**config.mk**
```make
export PLATFORM = sky130hd
export DESIGN_NAME = port_hj_override
export DESIGN_NICKNAME = d
export VERILOG_FILES = /design/src/hw/pin_mux_hj_pkg.sv /design/src/hw/port_hj_override.sv
export VERILOG_INCLUDE_DIRS = /design/src /design/src/hw
export SDC_FILE = /design/constraint.sdc
export NUM_CORES = 1
export LEC_CHECK = 0
export BUFFER_PORTS_ARGS = -buffer_cell sky130_fd_sc_hd__buf_4
export CAP_MARGIN = 5
export CORE_MARGIN = 2
export CORE_UTILIZATION = 30
export CTS_BUF_LIST = sky130_fd_sc_hd__clkbuf_2 sky130_fd_sc_hd__clkbuf_4 sky130_fd_sc_hd__clkbuf_8
export CTS_CLUSTER_DIAMETER = 30
export DETAILED_ROUTE_END_ITERATION = 10
export SLEW_MARGIN = 10
export SYNTH_ARGS = -nofsm -noshare
export SYNTH_HDL_FRONTEND = slang
export SYNTH_SLANG_ARGS = --single-unit
```
**constraint.sdc**
```tcl
create_clock -name clock -period 4.4 [get_ports clock]
set_clock_uncertainty 0.1 [all_clocks]
set_input_delay 0.44 -clock clock [delete_from_list [all_inputs] [get_ports clock]]
set_output_delay 0.44 -clock clock [all_outputs]
set_load 0.005 [all_outputs]
```
**src/hw/pin_mux_hj_cfg.svh**
```systemverilog
// What this block does
// [RULE1] lcd on: pull-up override forced off
// [RULE2] lcd on: direction override to input
// [RULE3] port value override never enabled
// [RULE4] input override needs mask, group, lcd, low-power
// [RULE5] port h bits feed sources 23..16
// [RULE6] port j bits feed sources 30..24
// [RULE7] port h drives planes 36-39, 7-10
// [RULE8] port j drives planes 27-31, 34, 35
// [RULE9] h input to pin change, pin to segment
// [RULE10] small variants omit both ports entirely; the code zeroes their outputs but still reads the pins back at OFS_PIN_STATE
// [RULE11] lcd off: pull-up, direction overrides inactive
`ifndef PIN_MUX_HJ_CFG_SVH
`define PIN_MUX_HJ_CFG_SVH
// ----------------------------------------
// register byte offsets
// ----------------------------------------
`define OFS_CTRL 5'h00
`define OFS_MASK_H 5'h04
`define OFS_MASK_J 5'h08
`define OFS_DIE_STATE 5'h0C
`define OFS_PIN_STATE 5'h10
`define OFS_IRQ_STATUS 5'h14
`define OFS_IRQ_MASK 5'h18
// ----------------------------------------
// field positions and reset values
// ----------------------------------------
`define EV_LCD_ON 0
`define EV_LCD_OFF 1
`define EV_CHANGE_H 2
`define EV_CHANGE_J 3
`define RST_CTRL 3'h0
`define RST_MASK_H 8'h00
`define RST_MASK_J 7'h00
`define RST_IRQ 4'h0
// ----------------------------------------
// front plane numbers per pin
// ----------------------------------------
`define FP_H7 36
`define FP_H6 37
`define FP_H5 38
`define FP_H4 39
`define FP_H3 7
`define FP_H2 8
`define FP_H1 9
`define FP_H0 10
`define FP_J6 27
`define FP_J5 28
`define FP_J4 29
`define FP_J3 30
`define FP_J2 31
`define FP_J1 34
`define FP_J0 35
`endif

```
**src/hw/pin_mux_hj_pkg.sv**
```systemverilog
package pin_mux_hj_pkg;
  // control bits of the block
  typedef struct packed {
    logic pin_change_group_enable;
    logic lcd_low_power_setting;
    logic lcd_enable;
  } ctrl_t;
  // per-pin override lanes, bits 14:8 port j, 7:0 port h
  typedef struct packed {
    logic [14:0] pullup_override_enable;
    logic [14:0] pullup_override_value;
    logic [14:0] direction_override_enable;
    logic [14:0] direction_override_value;
    logic [14:0] port_value_override_enable;
    logic [14:0] port_value_override_value;
    logic [14:0] input_enable_override_enable;
    logic [14:0] input_enable_override_value;
  } override_t;
  // bus handshake states
  typedef enum logic [1:0] {
    BUS_IDLE = 2'h1,
    BUS_ACK = 2'h2
  } bus_state_t;
endpackage

```
**src/hw/port_hj_override.sv**
```systemverilog
// Added by the designer: the Avalon-MM slave port and the register addresses.
`timescale 1ns/10ps
`default_nettype none
`include "pin_mux_hj_cfg.svh"
module port_hj_override #(
  parameter bit HAS_PORTS_HJ = 1'b1
) (
  // clock, reset, enable
  input wire logic clock,
  input wire logic rst_n,
  input wire logic clock_enable,
  // avalon-mm slave
  input wire logic [4:0] address,
  input wire logic read,
  input wire logic write,
  input wire logic [31:0] writedata,
  input wire logic [3:0] byteenable,
  output logic [31:0] readdata,
  output logic waitrequest,
  // interrupt
  output logic irq,
  // pin side digital inputs
  input wire logic [7:0] pin_in_h,
  input wire logic [6:0] pin_in_j,
  // lcd controller front planes
  input wire logic [39:0] front_plane_output,
  // overrides towards the port logic
  output pin_mux_hj_pkg::override_t overrides,
  // pin change sources
  output logic [7:0] pin_change_source_h,
  output logic [6:0] pin_change_source_j,
  // segment drive onto the pins
  output logic [7:0] analog_pin_connection_h,
  output logic [6:0] analog_pin_connection_j
);

  // ----------------------------------------
  // front plane lookup
  // ----------------------------------------
  localparam int FP_H [8] = '{`FP_H0, `FP_H1, `FP_H2, `FP_H3,
                              `FP_H4, `FP_H5, `FP_H6, `FP_H7}; // [RULE7]
  localparam int FP_J [7] = '{`FP_J0, `FP_J1, `FP_J2, `FP_J3,
                              `FP_J4, `FP_J5, `FP_J6}; // [RULE8]

  // ----------------------------------------
  // declarations
  // ----------------------------------------
  pin_mux_hj_pkg::bus_state_t bus_state;
  pin_mux_hj_pkg::ctrl_t ctrl;
  pin_mux_hj_pkg::override_t next_overrides;
  logic [7:0] mask_h;
  logic [6:0] mask_j;
  logic [3:0] irq_status;
  logic [3:0] irq_mask;
  logic [3:0] irq_set;
  logic [3:0] irq_clr;
  logic [7:0] pin_q_h;
  logic [6:0] pin_q_j;
  logic lcd_q;
  logic bus_req;
  logic bus_fire;
  logic wr_fire;
  logic lane0;
  logic [31:0] next_readdata;
  logic [14:0] pin_mask;
  logic [14:0] die_en;
  logic [7:0] next_seg_h;
  logic [6:0] next_seg_j;

  // ----------------------------------------
  // bus handshake
  // ----------------------------------------

  // one wait cycle per access
  assign bus_req = read | write;
  assign bus_fire = (bus_state == pin_mux_hj_pkg::BUS_ACK) & clock_enable;
  assign waitrequest = bus_req & ~bus_fire;
  assign wr_fire = write & bus_fire;
  assign lane0 = byteenable[0];

  // handshake state
  always_ff @(posedge clock or negedge rst_n) begin
    if (!rst_n) begin
      bus_state <= pin_mux_hj_pkg::BUS_IDLE;
    end else if (clock_enable) begin
      case (bus_state)
        pin_mux_hj_pkg::BUS_IDLE: begin
          if (bus_req) begin
            bus_state <= pin_mux_hj_pkg::BUS_ACK;
          end
        end
        pin_mux_hj_pkg::BUS_ACK: begin
          bus_state <= pin_mux_hj_pkg::BUS_IDLE;
        end
        default: begin
          bus_state <= pin_mux_hj_pkg::BUS_IDLE;
        end
      endcase
    end
  end

  // read mux, unmapped reads give zero
  always_comb begin
    next_readdata = 32'h0000_0000;
    case (address)
      `OFS_CTRL: next_readdata[2:0] = ctrl;
      `OFS_MASK_H: next_readdata[7:0] = mask_h;
      `OFS_MASK_J: next_readdata[6:0] = mask_j;
      `OFS_DIE_STATE: next_readdata[14:0] = overrides.input_enable_override_enable;
      `OFS_PIN_STATE: next_readdata[14:0] = {pin_q_j, pin_q_h};
      `OFS_IRQ_STATUS: next_readdata[3:0] = irq_status;
      `OFS_IRQ_MASK: next_readdata[3:0] = irq_mask;
      default: next_readdata = 32'h0000_0000;
    endcase
  end

  // read data caught in the wait cycle
  always_ff @(posedge clock or negedge rst_n) begin
    if (!rst_n) begin
      readdata <= 32'h0000_0000;
    end else if (clock_enable) begin
      if (read && bus_state == pin_mux_hj_pkg::BUS_IDLE) begin
        readdata <= next_readdata;
      end
    end
  end

  // ----------------------------------------
  // control registers
  // ----------------------------------------

  // control bits, written on lane 0 only
  always_ff @(posedge clock or negedge rst_n) begin
    if (!rst_n) begin
      ctrl <= `RST_CTRL;
    end else if (wr_fire && lane0 && address == `OFS_CTRL) begin
      ctrl <= writedata[2:0];
    end
  end

  // pin change masks per port
  always_ff @(posedge clock or negedge rst_n) begin
    if (!rst_n) begin
      mask_h <= `RST_MASK_H;
      mask_j <= `RST_MASK_J;
    end else if (wr_fire && lane0) begin
      case (address)
        `OFS_MASK_H: mask_h <= writedata[7:0];
        `OFS_MASK_J: mask_j <= writedata[6:0];
        default: mask_h <= mask_h;
      endcase
    end
  end

  // interrupt mask, same layout as status
  always_ff @(posedge clock or negedge rst_n) begin
    if (!rst_n) begin
      irq_mask <= `RST_IRQ;
    end else if (wr_fire && lane0 && address == `OFS_IRQ_MASK) begin
      irq_mask <= writedata[3:0];
    end
  end

  // ----------------------------------------
  // events and interrupt
  // ----------------------------------------

  // pin input history for change detection
  always_ff @(posedge clock or negedge rst_n) begin
    if (!rst_n) begin
      pin_q_h <= 8'h00;
      pin_q_j <= 7'h00;
    end else if (clock_enable) begin
      pin_q_h <= pin_in_h;
      pin_q_j <= pin_in_j;
    end
  end

  // lcd enable history for on and off events
  always_ff @(posedge clock or negedge rst_n) begin
    if (!rst_n) begin
      lcd_q <= 1'b0;
    end else if (clock_enable) begin
      lcd_q <= ctrl.lcd_enable;
    end
  end

  // event sources; masked changes only while group enabled
  always_comb begin
    irq_set = 4'h0;
    irq_set[`EV_LCD_ON] = ctrl.lcd_enable & ~lcd_q;
    irq_set[`EV_LCD_OFF] = ~ctrl.lcd_enable & lcd_q;
    irq_set[`EV_CHANGE_H] = ctrl.pin_change_group_enable
                            & |((pin_q_h ^ pin_in_h) & mask_h);
    irq_set[`EV_CHANGE_J] = ctrl.pin_change_group_enable
                            & |((pin_q_j ^ pin_in_j) & mask_j);
    if (!HAS_PORTS_HJ) begin
      irq_set = 4'h0;
    end
  end

  // write one to clear
  assign irq_clr = (wr_fire && lane0 && address == `OFS_IRQ_STATUS)
                   ? writedata[3:0] : 4'h0;

  // sticky status, set beats clear
  always_ff @(posedge clock or negedge rst_n) begin
    if (!rst_n) begin
      irq_status <= `RST_IRQ;
    end else if (clock_enable) begin
      irq_status <= (irq_status & ~irq_clr) | irq_set;
    end
  end

  // level interrupt output
  always_ff @(posedge clock or negedge rst_n) begin
    if (!rst_n) begin
      irq <= 1'b0;
    end else if (clock_enable) begin
      irq <= |((((irq_status & ~irq_clr) | irq_set)) & irq_mask);
    end
  end

  // ----------------------------------------
  // override generation
  // ----------------------------------------

  // input enable override needs all four conditions
  assign pin_mask = {mask_j, mask_h};
  assign die_en = pin_mask & {15{ctrl.pin_change_group_enable & ctrl.lcd_enable
                                 & ctrl.lcd_low_power_setting}}; // [RULE4]

  // per-pin override values
  always_comb begin
    next_overrides = '0;
    next_overrides.pullup_override_enable = {15{ctrl.lcd_enable}}; // [RULE1] [RULE11]
    next_overrides.pullup_override_value = 15'h0000; // [RULE1]
    next_overrides.direction_override_enable = {15{ctrl.lcd_enable}}; // [RULE2] [RULE11]
    next_overrides.direction_override_value = 15'h0000; // [RULE2]
    next_overrides.port_value_override_enable = 15'h0000; // [RULE3]
    next_overrides.port_value_override_value = 15'h0000;
    next_overrides.input_enable_override_enable = die_en;
    next_overrides.input_enable_override_value = die_en;
    if (!HAS_PORTS_HJ) begin
      next_overrides = '0; // [RULE10]
    end
  end

  // registered overrides
  always_ff @(posedge clock or negedge rst_n) begin
    if (!rst_n) begin
      overrides <= '0;
    end else if (clock_enable) begin
      overrides <= next_overrides;
    end
  end

  // ----------------------------------------
  // pin change and segment routing
  // ----------------------------------------

  // front plane selection per pin
  always_comb begin
    next_seg_h = 8'h00;
    next_seg_j = 7'h00;
    for (int i = 0; i < 8; i++) begin
      next_seg_h[i] = front_plane_output[FP_H[i]]; // [RULE7] [RULE9]
    end
    for (int i = 0; i < 7; i++) begin
      next_seg_j[i] = front_plane_output[FP_J[i]]; // [RULE8]
    end
  end

  // digital inputs to the pin change sources, one edge late
  always_ff @(posedge clock or negedge rst_n) begin
    if (!rst_n) begin
      pin_change_source_h <= 8'h00;
      pin_change_source_j <= 7'h00;
    end else if (clock_enable) begin
      if (HAS_PORTS_HJ) begin
        pin_change_source_h <= pin_in_h; // [RULE5] [RULE9]
        pin_change_source_j <= pin_in_j; // [RULE6]
      end else begin
        pin_change_source_h <= 8'h00; // [RULE10]
        pin_change_source_j <= 7'h00;
      end
    end
  end

  // segment drive onto the pins, low while the lcd is off
  always_ff @(posedge clock or negedge rst_n) begin
    if (!rst_n) begin
      analog_pin_connection_h <= 8'h00;
      analog_pin_connection_j <= 7'h00;
    end else if (clock_enable) begin
      if (HAS_PORTS_HJ && ctrl.lcd_enable) begin
        analog_pin_connection_h <= next_seg_h; // [RULE9]
        analog_pin_connection_j <= next_seg_j;
      end else begin
        analog_pin_connection_h <= 8'h00; // [RULE10] [RULE11]
        analog_pin_connection_j <= 7'h00;
      end
    end
  end

endmodule // port_hj_override
`default_nettype wire
```
==> summary.txt <==
Worst-path clk slew - 0.09 ns
Register area share after synthesis - 44.54%
R2R depth - 4
IO Pins - 285
P&R area growth vs syn - 19.44%
First-pass GRT wire length - 19210 um
Width of the die - 133.9 um
PortBufs - 155
Pwr Density - 293.2 mW/mm2
Largest stage delay on the critical path - 0.82 ns
Reg2reg start - ctrl[0]$_DFFE_PN0P_
Placed cells - 793
Initial antenna violation count - 0
TritonCTS clock tree - done
Avg WL per Cell - 15.97 um
Critical Path End - readdata[6]$_DFFE_PN0P_
Maximum Capacitance Violations - 0
Share of cells above drive strength 1 - 38.20%
Reg2Reg Setup Slack - 2.31 ns
Register share of total power - 50.6%
Core footprint - 0.01652 mm2
Rows - 47
RD Place Congestion - 0.8021
Peak supply drop - 0.0001311 V
Diodes inserted - 0
Type of the tightest min-delay check - in2reg
Cell variety after synth - 49
Final slew viol count - 0
Finished Layout Cells - 809
Worst-path cell chain - buf_4, or3_2, nor2_1, a222oi_1, a21oi_1, a21o_1
Commonest non-fill, non-tap cell in the layout - buf_4
Clock share of power - 36.6%
Setup violators final - 0
CTS Sinks - 90
Pre-antenna DRT Iters - 5
Die height - 133.9 um
GR Overflow Total - 0
Core Util, Final - 36.57%
Most used DFF post-synth - dfrtp_1
Post-synth EDFFs - 0
Crit end category - register
Asr flop ratio synth - 100.0%
Worst EP arrival - 2.43 ns
Final Cycle Share - 50.20%
Tightest Pin Transition - 1.026 ns
Final wirelength - 12920 um
Pin count of the biggest net entering global routing - 47
Clock Tree Root - clkbuf_8
Initial core utilization - 30.62%
Switching Share - 25.83%
Setup crit start - address[2]
Clk Latency, worst-skew pair - 0.38 ns
Setup TNS - 0 ns
Leading cell types in the layout, fill and taps excluded - buf_4 (160), dfrtp_1 (89), conb_1 (77)
Syn Area/Cell - 10.61 um2
All-Layer GR Usage - 14.19%
1st-iter DRT viols - 222
RSZ-0062 raised after global routing - no
Clock buffer depth - 2
Mapped cell area - 0.005060 mm2
Number of global-route vias before repair - 3384
Gate power share - 12.8%
Die area - 0.01792 mm2
Cts bufs inserted - 9
Setup bufs post-CTS - 0
# fillers - 1685
Internal power - 0.001314 W
Net Sw Power - 0.0004578 W
Via Count - 3591
Hpwl dp - 9692 um
Ys Warns - 0
Post-Syn Instances - 477
Vias per std cell - 4.439
Worst rel slew slack - 31.32%
Critical Setup Path Class - in2reg
Synthesized flop and latch total - 90
H-tree Lvls - 3
Reg2reg end - overrides[29]$_DFFE_PN0P_
Status - completed
Number of nets in the layout - 686
Hold Violations, Final - 0
Antenna viol nets, final - 0
Total power - 0.001772 W
DR DRC count - 0
Critical path data required time - 4.62 ns
Highest clock rate - 452.7 MHz
CP max stage cell - nor2_1
Leak - 3.022 nW
Critical path startpoint category - input pin
CP Max Fanout - 11
Crit path time final - 2.209 ns
[kinds of logic (layout without fill, tap and decap cells)]
family	Yosys count	after routing	synth area share [%]
compound gates	90	90	12.51
xor+xnor	16	16	2.769
buf+inv	157	193	21.32
flops	90	90	44.54
mux	44	44	10.39
other cells	1	77	0.07411
simple gates	79	79	8.408
[sequential cells by signal, summed over array words and instances, names as in the netlist]
| register | flops |
|---|---|
| ctrl | 3 |
| bus_state | 2 |
| irq_status | 4 |
| mask_h | 8 |
| irq_mask | 4 |
| mask_j | 7 |
| overrides | 15 |
| pin_q_j | 7 |
| pin_change_source_h | 8 |
| analog_pin_connection_h | 8 |
| analog_pin_connection_j | 7 |
| irq | 1 |
| readdata | 15 |
| lcd_q | 1 |
[per-stage QoR]
stage                     hold WS, ns  setup slack, ns  area (um2)
after floorplan               0.04441            2.429        5345
after global placement         0.3676            1.827        5807
after detailed placement       0.3674            1.796        5807
after CTS                      0.1718            2.213        6043
after global routing           0.1860            1.980        6043
final                          0.1914            2.191        6043
[worst max-delay path: cells and delay by family]
kind | cells | cell delay [ns]
buffers and inverters | 1 | 0.12
and+or+nand+nor | 2 | 1.37
AOI/OAI and AO/OA | 3 | 0.50
[worst min-delay path by stage]
stage                        startpoint                                     end  slack [ns]  cells past startpoint
2_1_floorplan                     rst_n  analog_pin_connection_h[0]$_DFFE_PN0P_        0.04                      0
3_3_place_gp   readdata[10]$_DFFE_PN0P_                readdata[10]$_DFFE_PN0P_        0.37                      2
3_5_place_dp    readdata[3]$_DFFE_PN0P_                 readdata[3]$_DFFE_PN0P_        0.37                      1
4_1_cts                    writedata[7]                   mask_h[7]$_DFFE_PN0P_        0.17                      2
5_1_grt          front_plane_output[37]  analog_pin_connection_h[6]$_DFFE_PN0P_        0.19                      3
6_report                   writedata[7]                   mask_h[7]$_DFFE_PN0P_        0.19                      2
[synth_stat cells, drive strengths merged, types with 2 or more instances]
cell type,number,area (um2)
dfrtp,89,2227
a22oi,14,105.1
a21oi,8,43.79
o21ai,28,140.1
mux2,38,427.9
a21o,5,37.54
nor3,4,42.54
nor2b,3,18.77
o2bb2ai,2,17.52
nand2,26,97.59
mux4,3,67.56
clkbuf,9,33.78
nand3,15,75.07
nand4,2,12.51
nor4,3,40.04
nor2,15,56.30
a32o,2,20.02
inv,17,63.81
a32oi,2,17.52
xor2,16,140.1
a31oi,2,12.51
a222oi,4,40.04
buf,131,980.9
mux2i,3,30.03
a22o,20,175.2
[what timing repair did]
action / 4_1_cts / 5_1_grt
gates resized for setup: 0 / 0
hold endpoints to repair: 45 / 0
hold buffers: 1 / 0
[layer usage]
layer / global-route usage (%) / up-vias / wire (um)
met5: 0 / - / 0
met4: 5.319 / 0 / 231
met3: 3.061 / 18 / 701
met2: 24.22 / 143 / 6674
met1: 17.61 / 1757 / 5314
li1: - / 1673 / -
[final cells by class]
class / instances / area [um2] / share of cell area, %
flip-flops and latches: 90 / 2253 / 37.29
repair buffers: 161 / 1211 / 20.04
multi-input cells: 306 / 2013 / 33.31
clock buffers: 11 / 151.4 / 2.505
clock inverters: 4 / 75.07 / 1.242
well taps: 220 / 275.3 / 4.555
inverters: 17 / 63.81 / 1.056
[power groups by stage]
stage	combinational, W	clock [W]	sequential (W)
final	0.000227	0.000648	0.000896
after detailed placement	0.000229	0	0.000913
after CTS	0.000231	0.000673	0.000896
after global placement	0.000225	0	0.000910
after global routing	0.000252	0.000702	0.000902
after floorplan	0.000161	0	0.000904
Note: power is estimated with default switching activity, not from simulation.
